[src/logic/can_cfg_pkg.sv]
// constants for the can configuration block: sfr offsets, field positions, resets
// assumes an 8-bit special function register space with byte-wide registers
package can_cfg_pkg;

    // ****************************************
    // register offsets
    // ****************************************
    localparam logic [7:0] OFS_PAGE = 8'hB1;
    localparam logic [7:0] OFS_BT_PRESCALE = 8'hB4;
    localparam logic [7:0] OFS_BT_JUMP_PROP = 8'hB5;
    localparam logic [7:0] OFS_BT_PHASE = 8'hB6;
    localparam logic [7:0] OFS_IE_HIGH = 8'hC2;
    localparam logic [7:0] OFS_IE_LOW = 8'hC3;

    // ****************************************
    // field positions
    // ****************************************
    localparam int PRESCALE_LSB = 1;
    localparam int PRESCALE_MSB = 6;
    localparam int JUMP_LSB = 5;
    localparam int JUMP_MSB = 6;
    localparam int PROP_LSB = 1;
    localparam int PROP_MSB = 3;
    localparam int PH2_LSB = 4;
    localparam int PH2_MSB = 6;
    localparam int PH1_LSB = 1;
    localparam int PH1_MSB = 3;
    localparam int TRIPLE_BIT = 0;
    localparam int OBJ_LSB = 4;
    localparam int OBJ_MSB = 7;
    localparam int AUTO_STEP_BIT = 3;
    localparam int PTR_LSB = 0;
    localparam int PTR_MSB = 2;
    localparam int IE_HIGH_MSB = 6;

    // ****************************************
    // writable masks and reset values
    // ****************************************
    localparam logic [7:0] MASK_BT_PRESCALE = 8'h7E;
    localparam logic [7:0] MASK_BT_JUMP_PROP = 8'h6E;
    localparam logic [7:0] MASK_BT_PHASE = 8'h7F;
    localparam logic [7:0] MASK_IE_HIGH = 8'h7F;
    localparam logic [7:0] RST_PAGE = 8'h00;
    localparam logic [7:0] RST_BT = 8'h00;
    localparam logic [7:0] RST_IE = 8'h00;

endpackage

[src/logic/quantum_prescaler.sv]
// time quantum divider: one quantum is (prescale + 1) clock periods
// assumes the controller clock is the can input clock
`timescale 1ns/10ps
module quantum_prescaler
    import can_cfg_pkg::*;
#(
    parameter int PW = 6
)
(
    // clock and reset
    input wire logic clk,
    input wire logic rst,
    // control
    input wire logic run,
    input wire logic [PW-1:0] prescale,
    // ticks
    output logic tq_tick_ff,
    output logic half_tick_ff
);

    logic [PW-1:0] cnt_ff;
    wire last_w = (cnt_ff == prescale);
    wire half_w = (cnt_ff == (prescale >> 1));
    wire [PW-1:0] nxt_cnt = last_w ? '0 : cnt_ff + 1'b1;

    always_ff @(posedge clk)
    begin
        if (rst || !run)
        begin
            cnt_ff <= '0;
            tq_tick_ff <= 1'b0;
            half_tick_ff <= 1'b0;
        end
        else
        begin
            cnt_ff <= nxt_cnt;
            tq_tick_ff <= last_w;
            half_tick_ff <= half_w;
        end
    end

    a_tick_spacing: assert property (@(posedge clk) disable iff (rst || !run)
        (tq_tick_ff && run && $stable(prescale) && prescale == 1) |=> !tq_tick_ff ##1 tq_tick_ff)
        else $error("quantum tick not every prescale+1 clocks");

endmodule

[src/logic/can_timing_config.sv]
// Operation
// - each object has an enable bit gating its interrupt onto the controller interrupt
// - high enable byte holds objects 14..8 in bits 6-0; low byte objects 7..0
// - quantum equals prescale field plus one clock periods
// - bit timing resynchronises on the first falling bus edge after sync in each bit, stretching or shrinking the bit
// - jump width is field bits 6-5 plus one quanta per resynchronisation
// - propagation segment lasts field bits 3-1 plus one quanta
// - phase two lasts field bits 6-4 plus one quanta, shortened up to jump width
// - phase one lasts field bits 3-1 plus one quanta, lengthened up to jump width
// - triple sample bit selects single sample or majority of three half-quantum samples
// - page register: object number high, auto step bit, byte pointer low
// - object number selects which of objects 0..14 is accessed
// - auto step bit 0 advances the byte pointer per data access, 1 holds it
// - byte pointer names the data byte reached by the next data access
//
// can controller configuration: enable bits, bit timing and page select
// assumes byte-wide sfr strobes synchronous to clk and a synchronous bus receive level
`timescale 1ns/10ps
module can_timing_config
    import can_cfg_pkg::*;
#(
    parameter int NUM_OBJ = 15
)
(
    // clock and reset
    input wire logic clk,
    input wire logic rst,
    // special function register port
    input wire logic [7:0] sfr_addr,
    input wire logic sfr_wr,
    input wire logic sfr_rd,
    input wire logic [7:0] sfr_wdata,
    output logic [7:0] sfr_rdata_ff,
    // controller side
    input wire logic controller_on,
    input wire logic [NUM_OBJ-1:0] object_irq_pending,
    input wire logic data_access,
    output logic controller_irq_ff,
    output logic [3:0] object_number_ff,
    output logic [2:0] data_byte_pointer_ff,
    // bus side
    input wire logic can_rx,
    output logic sample_point_ff,
    output logic sampled_bit_ff,
    output logic bit_start_ff
);

    typedef enum logic [1:0] {SEG_SYNC, SEG_PROP, SEG_PH1, SEG_PH2} seg_e;

    // ****************************************
    // register file
    // ****************************************
    logic [7:0] page_ff;
    logic [7:0] bt_prescale_ff;
    logic [7:0] bt_jump_prop_ff;
    logic [7:0] bt_phase_ff;
    logic [7:0] ie_high_ff;
    logic [7:0] ie_low_ff;

    wire wr_page = sfr_wr && (sfr_addr == OFS_PAGE);
    wire wr_bt1 = sfr_wr && (sfr_addr == OFS_BT_PRESCALE);
    wire wr_bt2 = sfr_wr && (sfr_addr == OFS_BT_JUMP_PROP);
    wire wr_bt3 = sfr_wr && (sfr_addr == OFS_BT_PHASE);
    wire wr_ieh = sfr_wr && (sfr_addr == OFS_IE_HIGH);
    wire wr_iel = sfr_wr && (sfr_addr == OFS_IE_LOW);

    // reserved positions are stored as zero, which is one legal undefined value
    wire [7:0] rd_mux =
        (sfr_addr == OFS_PAGE) ? page_ff :
        (sfr_addr == OFS_BT_PRESCALE) ? bt_prescale_ff :
        (sfr_addr == OFS_BT_JUMP_PROP) ? bt_jump_prop_ff :
        (sfr_addr == OFS_BT_PHASE) ? bt_phase_ff :
        (sfr_addr == OFS_IE_HIGH) ? ie_high_ff :
        (sfr_addr == OFS_IE_LOW) ? ie_low_ff : 8'h00;

    wire auto_step_n = page_ff[AUTO_STEP_BIT];
    wire [2:0] ptr_now = page_ff[PTR_MSB:PTR_LSB];
    wire step_ptr = data_access && !auto_step_n && !wr_page;
    wire [2:0] nxt_ptr = ptr_now + 3'h1;

    always_ff @(posedge clk)
    begin
        if (rst)
        begin
            page_ff <= RST_PAGE;
            bt_prescale_ff <= RST_BT;
            bt_jump_prop_ff <= RST_BT;
            bt_phase_ff <= RST_BT;
            ie_high_ff <= RST_IE;
            ie_low_ff <= RST_IE;
            sfr_rdata_ff <= 8'h00;
        end
        else
        begin
            if (wr_page)
                page_ff <= sfr_wdata;
            else if (step_ptr)
                page_ff[PTR_MSB:PTR_LSB] <= nxt_ptr;
            if (wr_bt1)
                bt_prescale_ff <= sfr_wdata & MASK_BT_PRESCALE;
            if (wr_bt2)
                bt_jump_prop_ff <= sfr_wdata & MASK_BT_JUMP_PROP;
            if (wr_bt3)
                bt_phase_ff <= sfr_wdata & MASK_BT_PHASE;
            if (wr_ieh)
                ie_high_ff <= sfr_wdata & MASK_IE_HIGH;
            if (wr_iel)
                ie_low_ff <= sfr_wdata;
            if (sfr_rd)
                sfr_rdata_ff <= rd_mux;
        end
    end

    // ****************************************
    // interrupt gating and page outputs
    // ****************************************
    wire [14:0] irq_enable = {ie_high_ff[IE_HIGH_MSB:0], ie_low_ff};
    wire irq_any = |(object_irq_pending & irq_enable[NUM_OBJ-1:0]);

    always_ff @(posedge clk)
    begin
        if (rst)
        begin
            controller_irq_ff <= 1'b0;
            object_number_ff <= 4'h0;
            data_byte_pointer_ff <= 3'h0;
        end
        else
        begin
            controller_irq_ff <= irq_any;
            object_number_ff <= wr_page ? sfr_wdata[OBJ_MSB:OBJ_LSB] :
                page_ff[OBJ_MSB:OBJ_LSB];
            data_byte_pointer_ff <= wr_page ? sfr_wdata[PTR_MSB:PTR_LSB] :
                step_ptr ? nxt_ptr : ptr_now;
        end
    end

    // ****************************************
    // bit timing
    // ****************************************
    logic tq_tick;
    logic half_tick;
    quantum_prescaler #(.PW(6)) u_prescaler (
        .clk(clk),
        .rst(rst),
        .run(controller_on),
        .prescale(bt_prescale_ff[PRESCALE_MSB:PRESCALE_LSB]),
        .tq_tick_ff(tq_tick),
        .half_tick_ff(half_tick)
    );
    wire [3:0] sjw_len = {2'b00, bt_jump_prop_ff[JUMP_MSB:JUMP_LSB]} + 4'h1;
    wire [3:0] prop_len = {1'b0, bt_jump_prop_ff[PROP_MSB:PROP_LSB]} + 4'h1;
    wire [3:0] ph1_base = {1'b0, bt_phase_ff[PH1_MSB:PH1_LSB]} + 4'h1;
    wire [3:0] ph2_base = {1'b0, bt_phase_ff[PH2_MSB:PH2_LSB]} + 4'h1;
    wire triple = bt_phase_ff[TRIPLE_BIT];
    seg_e seg_ff;
    seg_e nxt_seg;
    logic [3:0] cnt_ff;
    logic [3:0] nxt_cnt;
    logic [4:0] elapsed_ff;
    logic [3:0] ph1_len_ff;
    logic [3:0] nxt_ph1_len;
    logic [3:0] ph2_len_ff;
    logic [3:0] nxt_ph2_len;
    logic resynced_ff;
    logic rx_prev_ff;
    logic [1:0] hist_ff;

    // recessive to dominant transitions are the edges that steer timing
    wire fall_edge = rx_prev_ff && !can_rx;
    wire [3:0] cnt_inc = cnt_ff + 4'h1;
    wire [3:0] ph2_left = ph2_len_ff - cnt_ff;
    wire [3:0] phase_err = (elapsed_ff > 5'h0F) ? 4'hF : elapsed_ff[3:0];
    wire [3:0] ext = (phase_err < sjw_len) ? phase_err : sjw_len;
    wire early_edge = fall_edge && !resynced_ff && (seg_ff == SEG_PROP || seg_ff == SEG_PH1);
    wire late_edge = fall_edge && !resynced_ff && (seg_ff == SEG_PH2);
    wire end_now = late_edge && (ph2_left <= sjw_len);
    wire ph1_last = tq_tick && (seg_ff == SEG_PH1) && (cnt_inc == ph1_len_ff);
    wire majority = (hist_ff[1] & hist_ff[0]) | (hist_ff[1] & can_rx) | (hist_ff[0] & can_rx);

    always_comb
    begin
        nxt_seg = seg_ff;
        nxt_cnt = cnt_ff;
        nxt_ph1_len = early_edge ? ph1_base + ext : ph1_len_ff;
        nxt_ph2_len = (late_edge && !end_now) ? ph2_len_ff - sjw_len : ph2_len_ff;
        if (end_now)
        begin
            nxt_seg = SEG_SYNC;
            nxt_cnt = 4'h0;
        end
        else if (tq_tick)
        begin
            unique case (seg_ff)
                SEG_SYNC:
                begin
                    nxt_seg = SEG_PROP;
                    nxt_cnt = 4'h0;
                    nxt_ph1_len = ph1_base;
                    nxt_ph2_len = ph2_base;
                end
                SEG_PROP:
                begin
                    nxt_seg = (cnt_inc == prop_len) ? SEG_PH1 : SEG_PROP;
                    nxt_cnt = (cnt_inc == prop_len) ? 4'h0 : cnt_inc;
                end
                SEG_PH1:
                begin
                    nxt_seg = (cnt_inc >= nxt_ph1_len) ? SEG_PH2 : SEG_PH1;
                    nxt_cnt = (cnt_inc >= nxt_ph1_len) ? 4'h0 : cnt_inc;
                end
                SEG_PH2:
                begin
                    nxt_seg = (cnt_inc >= nxt_ph2_len) ? SEG_SYNC : SEG_PH2;
                    nxt_cnt = (cnt_inc >= nxt_ph2_len) ? 4'h0 : cnt_inc;
                end
            endcase
        end
    end

    always_ff @(posedge clk)
    begin
        if (rst || !controller_on)
        begin
            seg_ff <= SEG_SYNC;
            cnt_ff <= 4'h0;
            elapsed_ff <= 5'h00;
            ph1_len_ff <= 4'h1;
            ph2_len_ff <= 4'h1;
            resynced_ff <= 1'b0;
            rx_prev_ff <= 1'b1;
            hist_ff <= 2'b11;
            sample_point_ff <= 1'b0;
            sampled_bit_ff <= 1'b1;
            bit_start_ff <= 1'b0;
        end
        else
        begin
            seg_ff <= nxt_seg;
            cnt_ff <= nxt_cnt;
            ph1_len_ff <= nxt_ph1_len;
            ph2_len_ff <= nxt_ph2_len;
            rx_prev_ff <= can_rx;
            // one resynchronisation per bit keeps the jump bounded
            resynced_ff <= (nxt_seg == SEG_SYNC) ? 1'b0 : (resynced_ff | early_edge | late_edge);
            elapsed_ff <= (seg_ff == SEG_SYNC) ? 5'h00 :
                tq_tick ? elapsed_ff + 5'h01 : elapsed_ff;
            if (half_tick || tq_tick)
                hist_ff <= {hist_ff[0], can_rx};
            sample_point_ff <= ph1_last;
            if (ph1_last)
                sampled_bit_ff <= triple ? majority : can_rx;
            bit_start_ff <= (nxt_seg == SEG_SYNC) && (seg_ff != SEG_SYNC);
        end
    end

    // ****************************************
    // checks
    // ****************************************
    a_irq_gate_low: assert property (@(posedge clk) disable iff (rst)
        (irq_enable[NUM_OBJ-1:0] == '0) |=> !controller_irq_ff)
        else $error("interrupt raised with all enables clear");
    a_ie_high_rsvd: assert property (@(posedge clk) disable iff (rst)
        wr_ieh |=> (ie_high_ff == (($past(sfr_wdata)) & 8'h7F)))
        else $error("high enable byte not stored in bits 6-0");
    a_bt_readback: assert property (@(posedge clk) disable iff (rst)
        (wr_bt3 ##1 !wr_bt3 ##1 (sfr_rd && sfr_addr == OFS_BT_PHASE && !sfr_wr))
        |=> (sfr_rdata_ff == ($past(sfr_wdata, 3) & 8'h7F)))
        else $error("phase register read differs from write");
    a_ptr_steps: assert property (@(posedge clk) disable iff (rst)
        step_ptr |=> (page_ff[PTR_MSB:PTR_LSB] == $past(ptr_now) + 3'h1))
        else $error("byte pointer did not advance");
    a_ptr_holds: assert property (@(posedge clk) disable iff (rst)
        (data_access && auto_step_n && !wr_page) |=> $stable(page_ff[PTR_MSB:PTR_LSB]))
        else $error("byte pointer moved with auto step off");
    a_obj_select: assert property (@(posedge clk) disable iff (rst)
        wr_page |=> (object_number_ff == $past(sfr_wdata[OBJ_MSB:OBJ_LSB])))
        else $error("object number output not updated");
    a_sample_ph1: assert property (@(posedge clk) disable iff (rst || !controller_on)
        sample_point_ff |-> $past(seg_ff == SEG_PH1))
        else $error("sample point outside phase one");
    a_single_sample: assert property (@(posedge clk) disable iff (rst || !controller_on)
        (ph1_last && !triple) |=> (sampled_bit_ff == $past(can_rx)))
        else $error("single sample mismatch");
    a_sync_one_tq: assert property (@(posedge clk) disable iff (rst || !controller_on)
        (seg_ff == SEG_SYNC && tq_tick) |=> (seg_ff == SEG_PROP && cnt_ff == 4'h0))
        else $error("sync segment not one quantum");
    a_prop_len: assert property (@(posedge clk) disable iff (rst || !controller_on)
        (seg_ff == SEG_PROP && tq_tick && !end_now) |=>
        (seg_ff == SEG_PH1) == ($past(cnt_inc) == $past(prop_len)))
        else $error("propagation segment length wrong");
endmodule

[config.mk]
export PLATFORM = sky130hd
export DESIGN_NAME = can_timing_config
export DESIGN_NICKNAME = d
export VERILOG_FILES = /design/src/logic/can_cfg_pkg.sv /design/src/logic/quantum_prescaler.sv /design/src/logic/can_timing_config.sv
export SDC_FILE = /design/constraint.sdc
export NUM_CORES = 1
export LEC_CHECK = 0
export BUFFER_PORTS_ARGS = -buffer_cell sky130_fd_sc_hd__buf_4
export CORE_ASPECT_RATIO = 2
export CORE_MARGIN = 3
export CORE_UTILIZATION = 28
export CTS_BUF_LIST = sky130_fd_sc_hd__clkbuf_2
export DETAILED_ROUTE_END_ITERATION = 8
export PLACE_DENSITY = 0.48
export REMOVE_ABC_BUFFERS = 1
export SETUP_SLACK_MARGIN = 0.05
export SLEW_MARGIN = 15
export SYNTH_ARGS = -nofsm -noshare
export SYNTH_HDL_FRONTEND = slang
export SYNTH_SLANG_ARGS = --single-unit
[constraint.sdc]
create_clock -name clk -period 10.2 [get_ports clk]
set_input_delay 0.51 -clock clk [delete_from_list [all_inputs] [get_ports clk]]
set_output_delay 0.51 -clock clk [all_outputs]
set_load 0.03 [all_outputs]
Word-level counts from Yosys, hierarchy flattened:

Index checks and enable logic that the tools add are counted.

* magnitude comparators: 5
* equal/unequal tests: 13
* $add $sub $neg: 11
* bitwise gates (word level): 8
* reduce and logical (&&, ||, !) cells: 35
* mux-type cells: 30

Operators with widths (count)
* 2-to-1 mux 4 bit: 14
* == test 8 bit, second input constant: 6
* 2-to-1 mux 8 bit: 6
* logical AND 1 bit: 17
* one-hot mux 4 bit (4 select lines): 1
* bitwise AND 15 bit: 1
* OR reduction 15 bit: 1
* adder 3 x 1 -> 4 bit, second input constant: 3
* == test 4 bit: 2
* >= comparator 4 bit: 2
* 2-to-1 mux 2 bit: 4
* one-hot mux 2 bit (4 select lines): 1
* OR reduction 2 bit: 4
* adder 6 x 1 -> 6 bit, second input constant: 1
* == test 6 x 5 -> 1 bit: 1
* == test 6 bit: 1
* logical NOT 1 bit: 6
* 2-to-1 mux 3 bit: 2
* adder 5 x 1 -> 5 bit, second input constant: 1
* greater-than comparator 5 x 4 -> 1 bit, second input constant: 1
* adder 4 x 1 -> 4 bit, second input constant: 1
* adder 4 bit: 1
* == test 2 bit, second input constant: 2
* less-or-equal comparator 4 x 3 -> 1 bit: 1
* other kinds (12): 22

* bits in registers: 88
* word-level logic and storage cells: 126
* output and inout bits: 19
* bits of input ports: 38

Depth between registers and ports, before layout:

Gate-level depths: netlist (run 1).

* word-level depth: 15
* depth in mapped cells: 23

By module:

A second synthesis (run 1) with hierarchy kept.

* cell total of the unflattened synthesis: 561
* area total of the unflattened synthesis: 5079.9 µm²

By module, submodules not included
* can_timing_config: cells each 516, sequential area each 1601.5 µm², area each 4609.4 µm², times used 1
* quantum_prescaler: cells each 45, sequential area each 160.2 µm², area each 470.5 µm², times used 1

Least setup slack after synthesis (run 1):

No wires, ideal clock.

* path type: reg-to-reg
* from: reg elapsed_ff[0]
* to: reg cnt_ff[3]
* setup slack: 5.477 ns
* data arrival time: 4.649 ns
* setup time: 0.074 ns
* stages on the path, launching flop included: 23
* buffers on the path: 0
* cell sequence: dfxtp_1 -> ha_1 -> and3_1 -> ha_1 -> nor2b_1 -> or2_2 -> ha_1 -> a21boi_0 -> o21ai_0 -> nor4b_2 -> mux2_2 -> ha_1 -> a21o_1 -> a21oi_1 -> xnor2_1 -> nor2_1 -> a21oi_1 -> ha_1 -> a2111oi_0 -> o21ai_0 -> a31oi_1 -> nand3_1 -> a31oi_1

* cells in the longest elaborated chain, start to end: 9

Ends and longest elaborated chain
* start: declaration: line can_timing_config.sv:160 `logic [4:0] elapsed_ff;`
* start signal: assignment: line can_timing_config.sv:246 `elapsed_ff <= (seg_ff == SEG_SYNC) ? 5'h00 :`
* greater-than comparator 5 x 4 -> 1 bit: line can_timing_config.sv:173 `wire [3:0] phase_err = (elapsed_ff > 5'h0F) ? 4'hF : elapsed_ff[3:0];`
* 2-to-1 mux 4 bit *: line can_timing_config.sv:173
* < comparator 4 x 3 -> 1 bit: line can_timing_config.sv:174 `wire [3:0] ext = (phase_err < sjw_len) ? phase_err : sjw_len;`
* 2-to-1 mux 4 bit *: line can_timing_config.sv:174
* adder 4 bit *: line can_timing_config.sv:185 `nxt_ph1_len = early_edge ? ph1_base + ext : ph1_len_ff;`
* 2-to-1 mux 4 bit *: line can_timing_config.sv:185
* >= comparator 4 bit *: line can_timing_config.sv:210 `nxt_cnt = (cnt_inc >= nxt_ph1_len) ? 4'h0 : cnt_inc;`
* 2-to-1 mux 4 bit *: line can_timing_config.sv:210
* one-hot mux 4 bit (4 select lines) *: line can_timing_config.sv:194 `unique case (seg_ff)`
* end signal: assignment: line can_timing_config.sv:240 `cnt_ff <= nxt_cnt;`
* end: declaration: line can_timing_config.sv:158 `logic [3:0] cnt_ff;`

Mark *: on every way between the ends. The rest lies on a longest branch, timed or not.
A chain may end at the register's enable or synchronous reset.

Worst setup path after layout (run 1):

Ends and elaborated chain as after synthesis.

==> flow_summary_export.csv, run 1 <==
group,metric,value,unit
clocking,clk_latency,0.59,ns
synthesis,synth_area,0.00498,sq mm
synthesis,syn_avg_cell_area,8.62,sq um
hold_path,min_to,"rx_prev_ff",
critical_path,cp_cell_sequence,"ha_1 -> and3_1 -> ha_1 -> nor2b_1 -> or2_2 -> ha_1 -> a21boi_0 -> o21ai_0 -> nor4b_2 -> mux2_2 -> ha_1 -> a21o_1 -> a21oi_1 -> xnor2_1 -> nor2_1 -> a21oi_1 -> ha_1 -> a2111oi_0 -> o21ai_0 -> a31oi_1 -> nand3_1 -> a31oi_1",
critical_path,path_depth,22,
clocking,clk_pin_slew,0.28,ns
placement,gp_congestion,0.863,
global_route,grt_pass1_wl,23500,um
routing,wl,14800,um
clocking,cts_setup_buffers,0,
global_route,antenna_found_initial,1,
cells_and_area,nets,696,
critical_path,crit_path_end_kind,"flip-flop",
critical_path,critPathKind,"flip-flop to flip-flop",
critical_path,r2r_start,"elapsed_ff[0]",
timing,fin_crit_sh,0.527,
synthesis,synth_top_area_share,0.354,
clocking,cts-root-buf,"clkbuf_2",
critical_path,crit_path_top_delay_cell,"a2111oi_0",
global_route,grt_max_degree,53,
synthesis,synth_most_common_cell,"dfxtp_1",
critical_path,path_buf_inv,0,
hold_path,hold_start,"can_rx",
clocking,ctsHoldBuffers,0,
power,p_leak,2.26,nW
status,status,"finished, final reports clean",
timing,final_max_slew_viol_count,0,
timing,fin_skew,0.0378,ns
routing,detail_route.iter0.violations,144,
routing,wl_met3,433,um
die,initial_core_util,0.287,
synthesis,synth_area_leaders,"dfxtp_1 35%, ha_1 9.0%, a21oi_1 5.8%",
routing,remaining_drc_errors,0,
timing,worstMarginPinSlew,0.658,ns
critical_path,cp-start-kind,"flip-flop",
critical_path,r2r_cells,22,
synthesis,yosysWarnings,0,
placement,dp_hpwl,11800,um
critical_path,reg2reg_setup_slack,4.82,ns
cells_and_area,fillerInstances,1870,
synthesis,synthTopCellsByCount,"88 x dfxtp_1, 60 x nand2_1, 58 x a21oi_1, 41 x nor2_1, 39 x nand3_1",
synthesis,seq_area_frac_synth,0.354,
clocking,cts_tree,"done",
timing,slew_headroom,0.561,
critical_path,crit_arrival,5.92,ns
die,dieArea,0.0195,sq mm
global_route,grt_pass1_vias,4445,
critical_path,startpoint,"elapsed_ff[0]",
timing,timing.final.crit_period,5.38,ns
timing,setup_viol,0,
critical_path,slowest_delay,0.49,ns
timing,rsz0062_at_grt,"false",
critical_path,crit_family,"compound AO/OA/AOI/OAI gates",
clocking,cts_made_buffers,9,
clocking,cts_resized,0,
die,num_rows,68,
critical_path,regToRegEndpoint,"cnt_ff[3]",
placement,numPortBuffers,56,
routing,wl_met1,5080,um
cells_and_area,area_growth_syn_to_layout,13.4,%
synthesis,ys_ff_latch,88,
clocking,h-tree-depth,3,
synthesis,synthArstFlopShare,0,
routing,routed-via-count,4376,
routing,drt_first_pass_iters,4,
timing,clock.fmax,186,MHz
synthesis,synth_edf_count,0,
die,coreArea,0.0174,sq mm
timing,hold_ws,0.143,ns
critical_path,path_max_fanout,5,
cells_and_area,drive_gt1_frac,0.149,
critical_path,timing.critical_path.mode_cell,"ha_1",
hold_path,holdPathStages,2,
synthesis,netlist_instances,578,
power,peakVddDrop,0.0000696,V
die,die_w,100,um
global_route,grtUsageTotal,0.155,
critical_path,required,10.75,ns
clocking,clockBufferDepth,2,
synthesis,yosysTopAreaCell,"dfxtp_1",
timing,hold_viol,0,
routing,drt.antenna.violating_nets,0,
synthesis,synth_cell_type_count,70,
flow_run,cap_violations,0,
timing,fin_tns_setup,0,ns
hold_path,hold_class,"input pin to flip-flop",
routing,wl_met2,8640,um
routing,highest_layer,"met4",
power,powerDensity,102,mW/mm^2
synthesis,synth_flop_cell,"dfxtp_1",
die,die_h,195,um
global_route,grt.overflow.total,0,
clocking,clock-sinks,88,
die,design.portCount,57,
routing,drt-vias-per-instance,5.24,
routing,wl_per_cell,17.8,um
## cell type report
| class | instances | area, sq um | area share |
|---|---|---|---|
| multi-input cells | 439 | 3000 | 0.531 |
| flip-flops and latches | 88 | 1760 | 0.312 |
| repair buffers | 58 | 435 | 0.0771 |
| well taps | 210 | 263 | 0.0465 |
| inverters | 23 | 86.3 | 0.0153 |
| clock inverters | 7 | 53.8 | 0.00952 |
| clock buffers | 9 | 45.0 | 0.00797 |
| diodes | 1 | 2.50 | 0.000443 |
## registers in the layout, summed over array words and instances, names as in the netlist, 2 cells and up
signal,count
bt_phase_ff,7
object_number_ff,4
ie_high_ff,7
page_ff,8
elapsed_ff,5
sfr_rdata_ff,8
ph1_len_ff,4
cnt_ff,4
bt_prescale_ff,6
ph2_len_ff,4
ie_low_ff,8
bt_jump_prop_ff,5
seg_ff,2
hist_ff,2
u_prescaler.cnt_ff,6
## cells by family (layout without fill, tap and decap cells)
| family | after synthesis | count (layout) | share of synthesized area |
|---|---|---|---|
| DFF | 88 | 88 | 0.354 |
| AOI/OAI and AO/OA | 137 | 137 | 0.180 |
| other | 0 | 1 | 0 |
| xor gates and xnor gates | 39 | 39 | 0.0716 |
| adders and majority gates | 39 | 39 | 0.102 |
| muxes | 23 | 23 | 0.0472 |
| buffers and inverters | 51 | 97 | 0.0439 |
| and+or+nand+nor | 201 | 201 | 0.201 |
## layer usage
| metal | global-route usage | up-vias |
|---|---|---|
| met5 | 0 | - |
| met4 | 0.0890 | 0 |
| met3 | 0.0205 | 38 |
| met2 | 0.306 | 108 |
| met1 | 0.145 | 2069 |
| li1 | - | 2161 |
## cells in the final DEF, fill, tap and decap left out, types with 4 or more instances in the layout
| master | n |
|---|---|
| a22oi_1 | 5 |
| a2bb2oi_1 | 4 |
| xnor2_1 | 18 |
| nor4_1 | 4 |
| inv_1 | 22 |
| buf_4 | 58 |
| o221ai_1 | 4 |
| nand2b_1 | 7 |
| dfxtp_1 | 88 |
| mux2i_1 | 19 |
| a21oi_1 | 58 |
| ha_1 | 36 |
| nor2_1 | 41 |
| nand4_1 | 4 |
| nor2b_1 | 7 |
| and3_1 | 5 |
| mux2_2 | 4 |
| nor3_1 | 10 |
| o21ai_0 | 16 |
| a211oi_1 | 4 |
| nand2_1 | 60 |
| nand3_1 | 39 |
| clkbuf_2 | 9 |
| a221oi_1 | 6 |
| a31oi_1 | 4 |
| xor2_1 | 20 |
## through the flow
step                power (mW)  area, sq um  std cells   util  setup WS, ns
floorplan                0.384         4850        550      -          5.48
global placement         0.417         5550        818  0.320          5.03
detailed placement       0.418         5550        818  0.320          4.81
CTS                      0.590         5650        834  0.325          4.80
global route             0.606         5650        835  0.325          4.31
finish                   0.579         5650        835  0.325          4.82
## how the worst max path moves through the flow
stage	endpoint	slack, ns
2_1_floorplan	cnt_ff[3]	5.48
3_3_place_gp	cnt_ff[3]	5.03
3_5_place_dp	cnt_ff[3]	4.81
4_1_cts	cnt_ff[3]	4.80
5_1_grt	cnt_ff[3]	4.31
6_report	cnt_ff[3]	4.82
## where the power goes
group	switching, mW	total [mW]	internal, mW
registers	0.00450	0.353	0.349
logic	0.0343	0.0579	0.0236
clock network	0.133	0.168	0.0343
total	0.172	0.579	0.407
No activity file was read; power rests on OpenSTA's default activity.
==> run 2: changes to the inputs <==
Settings changed: PLACE_DENSITY 0.48 to 0.5.
Clock period 10.2 ns to 4.5 ns, I/O delays scaled along.
==> flow_summary_export.csv, run 2 (synthesized netlist as in run 1, its figures left out) <==
group,metric,value,unit
status,status,"finished, violations left",
status,violations,"negative setup slack",
timing,finalWorstSetupSlack,-0.101,ns
placement,dp_hpwl,11900,um
global_route,grt.overflow.total,0,
critical_path,crit_path_end_kind,"flip-flop",
die,die_w,100,um
placement,placed_cells_incl_taps,837,
critical_path,path_max_fanout,5,
critical_path,r2r_cells,24,
timing,worstMarginPinSlew,0.673,ns
global_route,antenna_found_initial,1,
timing,setup_viol,6,
global_route,grt_max_degree,53,
timing,final_max_slew_viol_count,0,
critical_path,reg2reg_setup_slack,-0.10,ns
timing,slew_headroom,0.551,
critical_path,crit_family,"adder cells",
critical_path,r2r_start,"elapsed_ff[0]",
power,p_leak,2.51,nW
routing,wl,15300,um
die,initial_core_util,0.287,
hold_path,holdPathStages,3,
cells_and_area,fillerInstances,1823,
clocking,clk_pin_slew,0.27,ns
clocking,cts-root-buf,"clkbuf_2",
cells_and_area,nets,743,
hold_path,min_to,"u_prescaler.cnt_ff[1]",
clocking,clockBufferDepth,2,
global_route,grt_pass1_vias,4800,
cells_and_area,mostFrequentLayoutCells,"86 x dfxtp_1, 83 x buf_4, 59 x nand2_1, 54 x a21oi_1, 39 x nor2_1",
power,powerDensity,223,mW/mm^2
power,peakVddDrop,0.000254,V
clocking,h-tree-depth,3,
critical_path,slowest_delay,0.52,ns
hold_path,hold_start,"controller_on",
timing,fin_skew,0.0610,ns
cells_and_area,reg_top3,"ie_low_ff (8), page_ff (8), sfr_rdata_ff (8)",
flow_run,cap_violations,0,
timing,clock.fmax,217,MHz
critical_path,path_buf_inv,4,
timing,fin_tns_setup,-0.261,ns
critical_path,crit_path_top_delay_cell,"fa_2",
routing,drt-vias-per-instance,5.19,
critical_path,crit_arrival,5.14,ns
placement,gp_congestion,0.885,
die,die_h,195,um
critical_path,critPathKind,"flip-flop to flip-flop",
timing,timing.final.crit_period,4.60,ns
routing,wl_per_cell,17.4,um
routing,drt.antenna.violating_nets,0,
timing,hold_ws,0.116,ns
routing,remaining_drc_errors,0,
routing,drt_first_pass_iters,4,
die,design.portCount,57,
die,num_rows,68,
timing,hold_viol,0,
hold_path,hold_class,"input pin to flip-flop",
critical_path,regToRegEndpoint,"cnt_ff[3]",
timing,rsz0062_at_grt,"true",
critical_path,required,5.03,ns
cells_and_area,area_growth_syn_to_layout,26.0,%
clocking,cts_tree,"done",
global_route,grt_pass1_wl,25100,um
power,p_total,1.40,mW
critical_path,cp_cell_sequence,"ha_4 -> and3_4 -> ha_4 -> nor2b_2 -> or2_4 -> ha_4 -> a21boi_2 -> o21ai_1 -> nor4b_4 -> buf_4 -> mux2i_1 -> ha_2 -> inv_2 -> fa_2 -> nor2_2 -> a21oi_2 -> ha_1 -> a2111oi_4 -> buf_4 -> o21ai_4 -> a31oi_1 -> buf_4 -> nand3_2 -> a31oi_1",
placement,dp_slack,-0.452,ns
critical_path,cp-start-kind,"flip-flop",
cells_and_area,drive_gt1_frac,0.218,
timing,fin_crit_sh,1.02,
routing,routed-via-count,4575,
clocking,clk_latency,0.60,ns
clocking,cts_made_buffers,9,
cells_and_area,layout_commonest_cell,"dfxtp_1",
cells_and_area,fin_cells,882,
routing,detail_route.iter0.violations,173,
die,coreArea,0.0174,sq mm
clocking,clock-sinks,88,
placement,numPortBuffers,56,
die,dieArea,0.0195,sq mm
global_route,grtUsageTotal,0.164,
==> run 2: cell types whose count changed in the layout (fill, tap and decap cells not counted), moves of 3 or more <==
| cell | delta |
|---|---|
| dlygate4sd3_1 | +21 |
| a21oi_1 | -4 |
| or2_2 | -3 |
| a21oi_2 | +3 |
| or2_4 | +3 |
| ha_1 | -7 |
| buf_4 | +25 |
| ha_4 | +5 |
==> run 2: worst reg2reg max path, cell delays in order (launching register included) <==
cell       delay [ns]
dfxtp_2          0.41
ha_4             0.14
and3_4           0.19
ha_4             0.12
nor2b_2          0.04
or2_4            0.24
ha_4             0.20
a21boi_2         0.14
o21ai_1          0.13
nor4b_4          0.22
buf_4            0.17
mux2i_1          0.21
ha_2             0.22
inv_2            0.04
fa_2             0.52
nor2_2           0.05
a21oi_2          0.13
ha_1             0.28
a2111oi_4        0.30
buf_4            0.18
o21ai_4          0.05
a31oi_1          0.17
buf_4            0.16
nand3_2          0.07
a31oi_1          0.20
==> run 2: area by class of cell <==
type	instances	area [sq um]	area share
multi-input cells	439	3190	0.508
flip-flops and latches	88	1760	0.281
repair buffers	105	845	0.135
well taps	210	263	0.0419
inverters	23	86.3	0.0138
clock inverters	7	85.1	0.0136
clock buffers	9	45.0	0.00718
diodes	1	2.50	0.000399
==> run 2: how the worst max path moves through the flow <==
stage	to	cells after the start	from	slack, ns
6_report	cnt_ff[3]	24	elapsed_ff[0]	-0.10
3_3_place_gp	cnt_ff[3]	25	elapsed_ff[0]	-0.30
4_1_cts	cnt_ff[3]	24	elapsed_ff[1]	-0.18
5_1_grt	cnt_ff[3]	24	elapsed_ff[0]	-0.28
3_5_place_dp	cnt_ff[3]	24	elapsed_ff[1]	-0.45
2_1_floorplan	cnt_ff[3]	22	elapsed_ff[0]	-0.22
==> run 2: metal layers <==
| layer | vias up | wire length, um | track usage |
|---|---|---|---|
| met2 | 98 | 9060 | 0.320 |
| met4 | 0 | 614 | 0.0910 |
| met1 | 2198 | 5240 | 0.158 |
| met5 | - | 0 | 0 |
| met3 | 27 | 421 | 0.0226 |
| li1 | 2252 | - | - |
==> run 2: through the flow <==
stage               utilization  area, sq um
finish                    0.362         6280
global route              0.362         6280
CTS                       0.358         6210
detailed placement        0.328         5690
global placement          0.328         5690
floorplan                     -         4850
==> run 2: timing repair <==
action / CTS / global route
endpoints found under the setup margin: 7 / 7
hold buffers: 21 / 0
resized for setup: 37 / 5
setup buffers: 3 / 4
pin swaps: 23 / 21
endpoints found under the hold margin: 57 / 0
gates cloned: 0 / 0
==> run 2: report_power, final <==
part           switching, mW  total, mW  leakage [nW]  internal (mW)
registers             0.0106      0.801         0.712          0.791
logic                 0.0822      0.150          1.72         0.0678
clock network          0.310      0.450        0.0730          0.140
